[src/ebl_params.svh]
// Shared constants for the byte-lane steering unit and its lane swapper.
// Assumes a 32-bit data bus made of four 8-bit byte lanes.
`ifndef EBL_PARAMS_SVH
`define EBL_PARAMS_SVH

// Transfer-width codes driven on the bus, identical in both byte orders
`define EBL_SIZE_BYTE 2'h0
`define EBL_SIZE_HALF 2'h1
`define EBL_SIZE_WORD 2'h2

// Bus geometry
`define EBL_LANES     4
`define EBL_LANE_W    8
`define EBL_DATA_W    32

// Byte enables for the fixed lane groups
`define EBL_BE_NONE   4'h0
`define EBL_BE_LOW    4'h3
`define EBL_BE_HIGH   4'hC
`define EBL_BE_ALL    4'hF
`define EBL_BE_LANE0  4'h1

// Reset values of the configuration latches
`define EBL_RST_BIG   1'b0
`define EBL_RST_SWAP  1'b0

`endif

[src/ebl_pkg.sv]
// Types shared by the byte-lane steering unit.
// Assumes ebl_params.svh supplies the numeric constants.
`default_nettype none

package ebl_pkg;

  // Bus transaction sequencing
  typedef enum logic {
    EBL_IDLE,
    EBL_WAIT
  } ebl_state_t;

endpackage : ebl_pkg

`default_nettype wire

[src/ebl_lane_swap.sv]
// Programmable lane swapper: lane n maps to lane LANES-1-n when enabled.
// Assumes swap_on_in is static after reset, never changed per transfer.
`timescale 1ns/1ps
`default_nettype none

module ebl_lane_swap #(
  parameter int LANES  = 4,
  parameter int LANE_W = 8
) (
  // Control
  input  wire logic                      swap_on_in,
  // Data
  input  wire logic [LANES*LANE_W-1:0]   lanes_in,
  output logic      [LANES*LANE_W-1:0]   lanes_out
);

  // One mux per lane; the same mapping serves every transfer size
  genvar n;
  generate
    for (n = 0; n < LANES; n = n + 1) begin : g_lane
      assign lanes_out[n*LANE_W +: LANE_W] = swap_on_in ?
        lanes_in[(LANES-1-n)*LANE_W +: LANE_W] :
        lanes_in[n*LANE_W +: LANE_W];
    end
  endgenerate

endmodule : ebl_lane_swap

`default_nettype wire

[src/ebl_steer.sv]
// Contract
// - Byte order latched from strap at power-up
// - Big: address 0 on 31-24; little on 7-0; with the lane swap on, big uses 7-0 and little 31-24
// - Big mode offset-1 byte from bits 23-16; from 15-8 with the lane swap on
// - Little mode offset-1 byte from bits 15-8; from 23-16 with the lane swap on
// - Unsigned byte load zero-fills upper bits
// - Address and width code mode independent
// - Bit numbering within words never changes; the lane swap, when on, reverses the four byte lanes
// - Fetches are full words, never steered; the lane swap, when on, still reverses their byte lanes
//
// Byte-lane steering between a processor load/store port and an IO bus.
// Assumes straps are stable around reset release and the bus answers
// every request with one bus_ack_in pulse.
`timescale 1ns/1ps
`default_nettype none
`include "ebl_params.svh"

module ebl_steer #(
  parameter int DATA_W = `EBL_DATA_W
) (
  // Clock and reset
  input  wire logic              clk_sys_in,
  input  wire logic              sys_rst_in,
  // Configuration straps
  input  wire logic              cfg_big_endian_in,
  input  wire logic              cfg_swap_in,
  // Processor request
  input  wire logic              cpu_req_in,
  input  wire logic              cpu_fetch_in,
  input  wire logic              cpu_write_in,
  input  wire logic              cpu_signed_in,
  input  wire logic [1:0]        cpu_size_in,
  input  wire logic [31:0]       cpu_addr_in,
  input  wire logic [DATA_W-1:0] cpu_wdata_in,
  // Processor answer
  output logic                   cpu_ready_out,
  output logic                   cpu_done_out,
  output logic      [DATA_W-1:0] cpu_rdata_out,
  output logic                   big_endian_out,
  output logic                   swap_on_out,
  // IO bus
  output logic                   bus_req_out,
  output logic                   bus_write_out,
  output logic      [1:0]        bus_size_out,
  output logic      [31:0]       bus_addr_out,
  output logic      [3:0]        bus_be_out,
  output logic      [DATA_W-1:0] bus_wdata_out,
  input  wire logic              bus_ack_in,
  input  wire logic [DATA_W-1:0] bus_rdata_in
);

  ebl_pkg::ebl_state_t state;
  logic              cfg_done;
  logic              accept;
  logic [1:0]        req_off;
  logic [1:0]        req_size;
  logic              req_fetch;
  logic              req_signed;
  logic [1:0]        next_size;
  logic [3:0]        next_be;
  logic [DATA_W-1:0] next_wdata;
  logic [3:0]        swap_be;
  logic [DATA_W-1:0] swap_wdata;
  logic [DATA_W-1:0] swap_rdata;
  logic [DATA_W-1:0] next_rdata;

  // Straps caught on the first edge after release, not under reset
  always_ff @(posedge clk_sys_in or posedge sys_rst_in) begin
    if (sys_rst_in) begin
      cfg_done       <= 1'b0;
      big_endian_out <= `EBL_RST_BIG;
      swap_on_out    <= `EBL_RST_SWAP;
    end else if (!cfg_done) begin
      cfg_done       <= 1'b1;
      big_endian_out <= cfg_big_endian_in;
      swap_on_out    <= cfg_swap_in;
    end
  end

  // No request is taken until the byte order is known
  assign cpu_ready_out = cfg_done && (state == ebl_pkg::EBL_IDLE);
  assign accept        = cpu_req_in && cpu_ready_out;

  // Fetches always go out as words; width code ignores byte order
  always_comb begin
    next_size = cpu_fetch_in ? `EBL_SIZE_WORD : cpu_size_in;
  end

  // Lane enables: big order counts lanes from the top, little from 0
  always_comb begin
    next_be = `EBL_BE_ALL;
    if (!cpu_fetch_in) begin
      case (cpu_size_in)
        `EBL_SIZE_BYTE: begin
          next_be = big_endian_out ?
            (`EBL_BE_LANE0 << (~cpu_addr_in[1:0])) :
            (`EBL_BE_LANE0 << cpu_addr_in[1:0]);
        end
        `EBL_SIZE_HALF: begin
          next_be = (big_endian_out ^ cpu_addr_in[1]) ?
            `EBL_BE_HIGH : `EBL_BE_LOW;
        end
        default: begin
          next_be = `EBL_BE_ALL;
        end
      endcase
    end
  end

  // Replicating narrow data onto every lane keeps the byte order out of
  // the write path; the enables alone pick the live lane
  always_comb begin
    case (next_size)
      `EBL_SIZE_BYTE: next_wdata = {4{cpu_wdata_in[7:0]}};
      `EBL_SIZE_HALF: next_wdata = {2{cpu_wdata_in[15:0]}};
      default:        next_wdata = cpu_wdata_in;
    endcase
  end

  // Swapper on the IO side, same mapping for data, enables and reads
  ebl_lane_swap #(
    .LANES  (`EBL_LANES),
    .LANE_W (`EBL_LANE_W)
  ) u_swap_wdata (
    .swap_on_in (swap_on_out),
    .lanes_in   (next_wdata),
    .lanes_out  (swap_wdata)
  );

  ebl_lane_swap #(
    .LANES  (`EBL_LANES),
    .LANE_W (1)
  ) u_swap_be (
    .swap_on_in (swap_on_out),
    .lanes_in   (next_be),
    .lanes_out  (swap_be)
  );

  ebl_lane_swap #(
    .LANES  (`EBL_LANES),
    .LANE_W (`EBL_LANE_W)
  ) u_swap_rdata (
    .swap_on_in (swap_on_out),
    .lanes_in   (bus_rdata_in),
    .lanes_out  (swap_rdata)
  );

  // Read extraction: pick the lane for the offset, then extend
  always_comb begin
    logic [1:0] lane;
    logic       half;
    lane       = big_endian_out ? ~req_off : req_off;
    half       = big_endian_out ? ~req_off[1] : req_off[1];
    next_rdata = swap_rdata;
    if (!req_fetch) begin
      case (req_size)
        `EBL_SIZE_BYTE: begin
          next_rdata = {{24{req_signed && swap_rdata[lane*8+7]}},
                        swap_rdata[lane*8 +: 8]};
        end
        `EBL_SIZE_HALF: begin
          next_rdata = {{16{req_signed && swap_rdata[half*16+15]}},
                        swap_rdata[half*16 +: 16]};
        end
        default: begin
          next_rdata = swap_rdata;
        end
      endcase
    end
  end

  // Transaction sequencing
  always_ff @(posedge clk_sys_in or posedge sys_rst_in) begin
    if (sys_rst_in) begin
      state <= ebl_pkg::EBL_IDLE;
    end else begin
      case (state)
        ebl_pkg::EBL_IDLE: if (accept) state <= ebl_pkg::EBL_WAIT;
        ebl_pkg::EBL_WAIT: if (bus_ack_in) state <= ebl_pkg::EBL_IDLE;
        default:           state <= ebl_pkg::EBL_IDLE;
      endcase
    end
  end

  // Bus request registers; address passes untouched in both orders
  always_ff @(posedge clk_sys_in or posedge sys_rst_in) begin
    if (sys_rst_in) begin
      bus_req_out   <= 1'b0;
      bus_write_out <= 1'b0;
      bus_size_out  <= `EBL_SIZE_WORD;
      bus_addr_out  <= 32'h0000_0000;
      bus_be_out    <= `EBL_BE_NONE;
      bus_wdata_out <= '0;
    end else if (accept) begin
      bus_req_out   <= 1'b1;
      bus_write_out <= cpu_write_in && !cpu_fetch_in;
      bus_size_out  <= next_size;
      bus_addr_out  <= cpu_addr_in;
      bus_be_out    <= swap_be;
      bus_wdata_out <= swap_wdata;
    end else if (bus_ack_in && state == ebl_pkg::EBL_WAIT) begin
      bus_req_out   <= 1'b0;
    end
  end

  // Request details kept for the read extraction
  always_ff @(posedge clk_sys_in or posedge sys_rst_in) begin
    if (sys_rst_in) begin
      req_off    <= 2'h0;
      req_size   <= `EBL_SIZE_WORD;
      req_fetch  <= 1'b0;
      req_signed <= 1'b0;
    end else if (accept) begin
      req_off    <= cpu_addr_in[1:0];
      req_size   <= next_size;
      req_fetch  <= cpu_fetch_in;
      req_signed <= cpu_signed_in;
    end
  end

  // Answer to the processor, one pulse per completed transfer
  always_ff @(posedge clk_sys_in or posedge sys_rst_in) begin
    if (sys_rst_in) begin
      cpu_done_out  <= 1'b0;
      cpu_rdata_out <= '0;
    end else begin
      cpu_done_out <= bus_ack_in && state == ebl_pkg::EBL_WAIT;
      if (bus_ack_in && state == ebl_pkg::EBL_WAIT) begin
        cpu_rdata_out <= next_rdata;
      end
    end
  end

  // Checks
  property p_cfg_first;
    @(posedge clk_sys_in) disable iff (sys_rst_in)
    !cfg_done |-> !cpu_ready_out ##1 cfg_done;
  endproperty
  a_cfg_first: assert property (p_cfg_first)
    else $error("request window opened before straps");

  property p_cfg_hold;
    @(posedge clk_sys_in) disable iff (sys_rst_in)
    cfg_done |=> $stable(big_endian_out) && $stable(swap_on_out);
  endproperty
  a_cfg_hold: assert property (p_cfg_hold)
    else $error("byte order or swap changed after reset");

  property p_addr_size;
    @(posedge clk_sys_in) disable iff (sys_rst_in)
    accept |=> bus_req_out && bus_addr_out == $past(cpu_addr_in) &&
      bus_size_out == ($past(cpu_fetch_in) ? `EBL_SIZE_WORD :
                       $past(cpu_size_in));
  endproperty
  a_addr_size: assert property (p_addr_size)
    else $error("bus address or width code wrong");

  property p_byte_lane;
    @(posedge clk_sys_in) disable iff (sys_rst_in)
    accept && !cpu_fetch_in && cpu_size_in == `EBL_SIZE_BYTE &&
      !swap_on_out && cpu_addr_in[1:0] == 2'h0 |=>
      bus_be_out == (big_endian_out ? 4'h8 : 4'h1);
  endproperty
  a_byte_lane: assert property (p_byte_lane)
    else $error("byte 0 on wrong lane");

  property p_off1_big;
    @(posedge clk_sys_in) disable iff (sys_rst_in)
    state == ebl_pkg::EBL_WAIT && bus_ack_in && big_endian_out &&
      !swap_on_out && !req_fetch && req_size == `EBL_SIZE_BYTE &&
      req_off == 2'h1 |=>
      cpu_rdata_out[7:0] == $past(bus_rdata_in[23:16]);
  endproperty
  a_off1_big: assert property (p_off1_big)
    else $error("big offset-1 byte not from 23-16");

  property p_off1_little;
    @(posedge clk_sys_in) disable iff (sys_rst_in)
    state == ebl_pkg::EBL_WAIT && bus_ack_in && !big_endian_out &&
      !swap_on_out && !req_fetch && req_size == `EBL_SIZE_BYTE &&
      req_off == 2'h1 |=>
      cpu_rdata_out[7:0] == $past(bus_rdata_in[15:8]);
  endproperty
  a_off1_little: assert property (p_off1_little)
    else $error("little offset-1 byte not from 15-8");

  property p_zero_fill;
    @(posedge clk_sys_in) disable iff (sys_rst_in)
    state == ebl_pkg::EBL_WAIT && bus_ack_in && !req_fetch &&
      !req_signed && req_size == `EBL_SIZE_BYTE |=>
      cpu_done_out && cpu_rdata_out[31:8] == 24'h00_0000;
  endproperty
  a_zero_fill: assert property (p_zero_fill)
    else $error("unsigned byte load not zero filled");

  property p_fetch_word;
    @(posedge clk_sys_in) disable iff (sys_rst_in)
    state == ebl_pkg::EBL_WAIT && bus_ack_in && req_fetch &&
      !swap_on_out |=> cpu_rdata_out == $past(bus_rdata_in);
  endproperty
  a_fetch_word: assert property (p_fetch_word)
    else $error("fetch word altered");

  property p_word_bits;
    @(posedge clk_sys_in) disable iff (sys_rst_in)
    accept && cpu_size_in == `EBL_SIZE_WORD && !swap_on_out |=>
      bus_wdata_out == $past(cpu_wdata_in) && bus_be_out == `EBL_BE_ALL;
  endproperty
  a_word_bits: assert property (p_word_bits)
    else $error("word write bit numbering changed");

  property p_swap_map;
    @(posedge clk_sys_in) disable iff (sys_rst_in)
    accept && swap_on_out && cpu_size_in == `EBL_SIZE_WORD |=>
      bus_wdata_out[31:24] == $past(cpu_wdata_in[7:0]) &&
      bus_wdata_out[7:0] == $past(cpu_wdata_in[31:24]);
  endproperty
  a_swap_map: assert property (p_swap_map)
    else $error("swapper lane map wrong");

endmodule : ebl_steer

`default_nettype wire

[config.mk]
export PLATFORM = sky130hd
export DESIGN_NAME = ebl_steer
export DESIGN_NICKNAME = d
export VERILOG_FILES = /design/src/ebl_pkg.sv /design/src/ebl_lane_swap.sv /design/src/ebl_steer.sv
export VERILOG_INCLUDE_DIRS = /design/src
export SDC_FILE = /design/constraint.sdc
export NUM_CORES = 1
export LEC_CHECK = 0
export BUFFER_PORTS_ARGS = -buffer_cell sky130_fd_sc_hd__buf_2
export CORE_MARGIN = 2
export CORE_UTILIZATION = 35
export CTS_BUF_LIST = sky130_fd_sc_hd__clkbuf_8
export DETAILED_ROUTE_END_ITERATION = 10
export SLEW_MARGIN = 20
export SYNTH_ARGS = -nofsm -noshare
export SYNTH_HDL_FRONTEND = slang
export SYNTH_SLANG_ARGS = --single-unit
[constraint.sdc]
create_clock -name clk_sys_in -period 3.43 [get_ports clk_sys_in]
set_clock_uncertainty 0.15 [all_clocks]
set_input_delay 0.5145 -clock clk_sys_in [delete_from_list [all_inputs] [get_ports clk_sys_in]]
set_output_delay 0.5145 -clock clk_sys_in [all_outputs]
set_load 0.02 [all_outputs]
-- Yosys cells after proc, flatten, opt, wreduce, memory -nomap -nowiden
Index checks and enable logic that the tools add are counted.
- register bits after elaboration: 113
- RAM bits: 0
- output and inout bits: 108
- latch bits: 0
- ROM bits: 0
- input port bits: 107
- memories: 0
- word-level logic and storage cells: 73
- shifts and indexed selects: 4
- eq/ne operators: 3
- order comparisons: 2
- muxes and demuxes: 31
- multipliers: 0
- bitwise gates (word level): 5
- divide/modulo/power cells: 0
- reduce and logical (&&, ||, !) cells: 11
- $add $sub $neg: 2
- operators by type and width (kind ; number):
    $pmux 32 s2 ; 2
    $mux 8 ; 8
    $mux 32 ; 1
    $shiftx 32x6->16 ; 1
    $shiftx 32x6->8 ; 1
    $lt 6x6->1 const B ; 2
    $mux 4 ; 3
    $mux 1 ; 11
    $bmux 1 s5 ; 2
    $pmux 4 s2 ; 1
    $shl 1x2->4 const A ; 2
    $add 5x3->6 const B ; 1
    $add 5x4->6 const B ; 1
    $eq 2x1->1 const B ; 3
    $logic_and 1x1->1 ; 6
    $logic_not 2->1 ; 3
    $mux 2 ; 2
    $not 2->2 ; 2
    $not 1->1 ; 2
    $pmux 1 s2 ; 1
    $reduce_bool 2->1 ; 1
    $logic_not 1->1 ; 1
    $xor 1x1->1 ; 1

-- Logic depth before layout (Yosys ltp)
- depth in word-level cells: 8
- gate-level depth with buffers: 7
- gate-level depth less buffers: 6

-- Hierarchy
A second synthesis with hierarchy kept.
- cell total of the unflattened synthesis: 477
- area total of the unflattened synthesis: 6192.2 um^2
- modules (own cells, without submodules) (module ; sequential area each (um^2) ; cells each ; area each (um^2) ; instances):
    ebl_steer ; 2778.9 ; 401 ; 5058.6 ; 1
    ebl_lane_swap (u_swap_rdata ...) ; 0.0 ; 36 ; 544.3 ; 2
    ebl_lane_swap (u_swap_be) ; 0.0 ; 4 ; 45.0 ; 1

-- Worst setup path before layout
Ideal clock, no wire load.
- kind: register to register
- start: register, netlist name bus_addr_out[1]
- end: register cpu_rdata_out[16]
- path slack: 1.400 ns
- clock period less this slack: 2.030 ns
- stages on the path, launching flop included: 7
- path buffers: 2
- arrival: 1.749 ns
- data required time: 3.150 ns
- library setup time: 0.130 ns
- path through: dfrtp_1 > buf_6 > xor2_2 > mux2_2 > a32oi_4 > buf_6 > o21ai_1
- RTL lines (element ; RTL line ; source):
    end signal: assignment ; ebl_steer.sv:229 ; cpu_rdata_out <= next_rdata;
    end: declaration ; ebl_steer.sv:38 ; output logic [DATA_W-1:0] cpu_rdata_out,

-- Worst setup path after layout
- start: register swap_on_out
- end: register cpu_rdata_out[24]
- word-level cells in the longest chain between the ends: 6
- elaborated cells on any way between the ends: 12
- those cells by class: mux (10); reduce/logical (2)
- RTL lines (element ; RTL line ; source):
    start: declaration ; ebl_steer.sv:40 ; output logic swap_on_out,
    start signal: assignment ; ebl_steer.sv:72 ; swap_on_out <= `EBL_RST_SWAP;
    start signal: assignment ; ebl_steer.sv:76 ; swap_on_out <= cfg_swap_in;
    $mux 8 ; ebl_lane_swap.sv:21 ; assign lanes_out[n*LANE_W +: LANE_W] = swap_on_in ?
    $bmux 1 s5 (on tied branches) ; ebl_steer.sv:162, ebl_steer.sv:158 ;
    $mux 1 (on tied branches) ; ebl_steer.sv:162, ebl_steer.sv:158 ;
    $logic_and 1x1->1 (on tied branches) ; ebl_steer.sv:162, ebl_steer.sv:158 ;
    $pmux 32 s2 ; ebl_steer.sv:156 ; case (req_size)
    $mux 32 * ; ebl_steer.sv:155 ; if (!req_fetch) begin
Every way passes the cells marked *; elsewhere a longest branch is shown, timed or not. The select of a mux whose other input is x is not followed.
A chain may end at the register's enable or synchronous reset.

==> results by group <==
Synthesis
  – Cell Area, Synth: about 5900 sq um
  – Adder-cell share of the synthesized area: 0%
  – Multiplexer share of the synthesized area: between 20% and 30%
  – Number of synthesized flops with an enable pin: 0
  – Synthesis Warnings: 0
  – Ys async rst share: between 90% and 100%
  – Synthesized net count: ~660
  – Xor/xnor share of the synthesized area: under 10%
  – Compound-Gate Fraction of Synth Area: approximately an eighth
  – Simple-Gate Fraction of Synth Area: under 10%
  – #FFs+latches synth: roughly 110
  – Post-synth top area cell: dfrtp_1
  – Count of different cell masters after synthesis: 45
  – Top cells by area, synth: dfrtp_1 47%, mux2_2 11%, mux2i_1 8.3%
  – Synth top area share: 46.5%
  – Post-Syn Instances: 550
  – Sequential cell area fraction in the yosys report: around 47%
  – Primary FF master, synth: dfrtp_1
  – Largest family of logic cells by synthesized area: multiplexers
  – Synthesized area per cell: 10.8 sq um

Clock network
  – Root buf cell: clkbuf_8
  – H-tree Lvls: 3
  – Hold buffers post-CTS: 0
  – Clk buf depth: 2
  – # Post-CTS Setup Buffers: 0
  – Worst-path clk slew: around 120 ps
  – CTS resizes: 0
  – CTS buffer count: 9
  – Clk sinks: ~110
  – CTS tree: built
  – Clk_lat worst skew: roughly 390 ps

Setup path
  – Critical path required time: 3520 ps
  – Largest stage delay, worst path: 810 ps
  – Critical path class: flip-flop to flip-flop
  – Crit. End Element: flip-flop
  – Worst Path Buf+Inv: 0
  – CP max-delay cell: dfrtp_4
  – FF-to-FF End: cpu_rdata_out[24]
  – CP top delay family: compound AO/OA/AOI/OAI gates
  – Cell Chain, Critical Path: mux2_2, o21ai_1, nand4_2, a32oi_4, o21ai_1
  – R2R depth: 5
  – CP most frequent cell: o21ai_1
  – Worst-path fanout max: 35
  – Worst reg2reg path startpoint: swap_on_out
  – Crit path arrival time: approximately 2600 ps
  – Element type at the critical path start: flip-flop
  – FF-to-FF setup slack: 890 ps

Timing
  – Max_slew headroom: between 30% and 40%
  – Achievable Freq: 0.394 GHz
  – Period minus WS final: about 2500 ps
  – Hold Fails Final Rpt: 0
  – RSZ-0062 raised after global routing: no
  – Fin crit share: between 70% and 80%
  – Measured slew at the worst slew-check pin: around 950 ps
  – Final setup fails: 0
  – Post-route setup TNS: 0 ps
  – Max-slew violations: 0

Detailed routing
  – Drt pass-1 iters: 5
  – Via Count: approximately 5,000
  – DR WL/cell: ~17 microns
  – Post-route ant nets: 0
  – Post-Route WL: approximately 17,000 microns
  – Starting DRT DRC Count: approximately 280
  – DRC viols: 0
  – Vias per cell: between 5 and 6

Power and ir drop
  – Switch Pwr: 1.76 mW
  – P_int: 2.59 mW
  – Part of the power in registers: between 40 and 50%
  – Worst vdd ir: between 0.2 and 0.3 mV
  – Comb power frac: 39.2%
  – Clock power share: 17.5%
  – Sw Share: about two fifths
  – Leak pwr: 3.54 nW
  – Final Power: between 4 and 5 mW
  – P per Cell Area: 594 nW/um^2

Die
  – DIE WIDTH: roughly 130 microns
  – CORE AREA: approximately 17,000 sq um
  – Die ar.: 18,000 sq um
  – Die boundary height: roughly 130 microns
  – # IOs: roughly 220
  – Row count: 47
  – Starting Density: between 30 and 40%

Final layout
  – Sequential Area: approximately 2800 sq um
  – Fin util: ~44%
  – Most frequent cells in the layout: 214 x buf_2, 109 x dfrtp_1, 79 x nand2_1, 60 x mux2_2, 58 x o21ai_0
  – Fraction of layout cells with a size suffix above 1: about 44%
  – Commonest non-fill, non-tap cell in the layout: buf_2
  – Area Overhead vs Synth: 24.0%
  – # diodes: 0
  – Nets: 851
  – Multi-input gate area: around 3000 sq um
  – Fillcell total: roughly 1,700

Run
  – Max Cap Viol: 0

Global route
  – Maximum number of pins on one net before global-route repair: between 100 and 150
  – Vias in the first global route: ~5,000
  – GR Util All Layers: a little under a fifth
  – Initial antenna violation count: 1
  – Grt total ovfl: 0
  – Global-route wire length before repair: ~27,000 microns

Placed design
  – HPWL Detailed: ~12,000 microns
  – Final RePlAce weighted congestion: 0.875
  – IO Port Bufs: around 210

Run status
  – Status: finished, final reports clean

Worst hold path
  – HP Class: input pin to asynchronous set/reset pin
## power groups by stage
| stage | sequential [mW] | combinational (mW) | clock [mW] |
|---|---|---|---|
| 6_report | 1.89 | 1.71 | 0.762 |
| 5_1_grt | 1.93 | 1.86 | 0.843 |
| 4_1_cts | 1.89 | 1.73 | 0.796 |
| 3_5_place_dp | 1.91 | 1.73 | 0 |
| 3_3_place_gp | 1.90 | 1.70 | 0 |
| 2_1_floorplan | 2.26 | 0.750 | 0 |
## state kept, by name (all words and copies together), names as in the netlist
register        cells
big_endian_out      1
bus_addr_out       32
bus_be_out          4
bus_req_out         1
bus_wdata_out      32
bus_write_out       1
cfg_done            1
cpu_done_out        1
cpu_rdata_out      32
req_fetch           1
req_signed          1
req_size            2
state               1
swap_on_out         1
## worst max-delay path by stage
| stage | start | end | slack (ps) | cells after the start |
|---|---|---|---|---|
| 5_1_grt | swap_on_out | cpu_rdata_out[31] | 760 | 5 |
| 2_1_floorplan | bus_addr_out[1] | cpu_rdata_out[16] | 1400 | 6 |
| 3_5_place_dp | swap_on_out | cpu_rdata_out[28] | 910 | 5 |
| 4_1_cts | swap_on_out | cpu_rdata_out[28] | 890 | 5 |
| 6_report | swap_on_out | cpu_rdata_out[24] | 890 | 5 |
| 3_3_place_gp | swap_on_out | cpu_rdata_out[30] | 980 | 5 |
## stage by stage
step | instance area [sq um] | setup slack [ps] | cells | hold slack [ps]
2_1_floorplan | 5920 | 1400 | 550 | 372
3_3_place_gp | 7150 | 980 | 953 | 309
3_5_place_dp | 7150 | 910 | 953 | 316
4_1_cts | 7330 | 892 | 969 | 150
5_1_grt | 7330 | 757 | 969 | 175
6_report | 7330 | 893 | 969 | 121
## kinds of logic (layout without fill, tap and decap cells)
family	Yosys count	in the layout
mux	125	125
compound gates	134	134
buf+inv	43	242
flops	111	111
other cells	1	1
xor+xnor	6	6
simple gates	130	130
## cell usage after synthesis, types with 2 or more instances
master,number
a21oi_1,26
a222oi_1,5
a22oi_1,3
a31oi_1,9
and3b_1,3
buf_1,2
buf_2,12
buf_6,5
clkbuf_1,19
dfrtp_1,110
inv_1,3
mux2_2,60
mux2i_1,49
mux4_2,15
nand2_1,80
nand2b_1,3
nand3_1,2
nor2_1,29
nor2b_1,2
nor3b_1,3
o21ai_0,58
o21ai_1,17
o21ai_2,2
o22ai_1,9
xnor2_1,4
## final cells by class
cell class                 count  area share, %
timing repair buffer         222           15.6
clock buffer                   9           1.69
multi-input combinational    396           40.0
tap                          220           3.75
clock inverter                 7          0.734
sequential                   111           37.9
inverter                       4          0.324
## per-layer routing
| layer | vias up | track usage (%) | part of all wire [%] | wire length (microns) |
|---|---|---|---|---|
| li1 | 2375 | - | - | - |
| met4 | 2 | 6.37 | 1.8 | 311 |
| met3 | 26 | 5.10 | 8.2 | 1380 |
| met1 | 2424 | 24.1 | 43 | 7180 |
| met2 | 192 | 30.8 | 47 | 7990 |
| met5 | - | 0 | 0.077 | 13 |
## tightest hold or removal path, stage by stage
cell	delay (ps)
buf_2	110
clkinvlp_4	70
buf_12	460
Note: power is estimated with default switching activity, not from simulation.
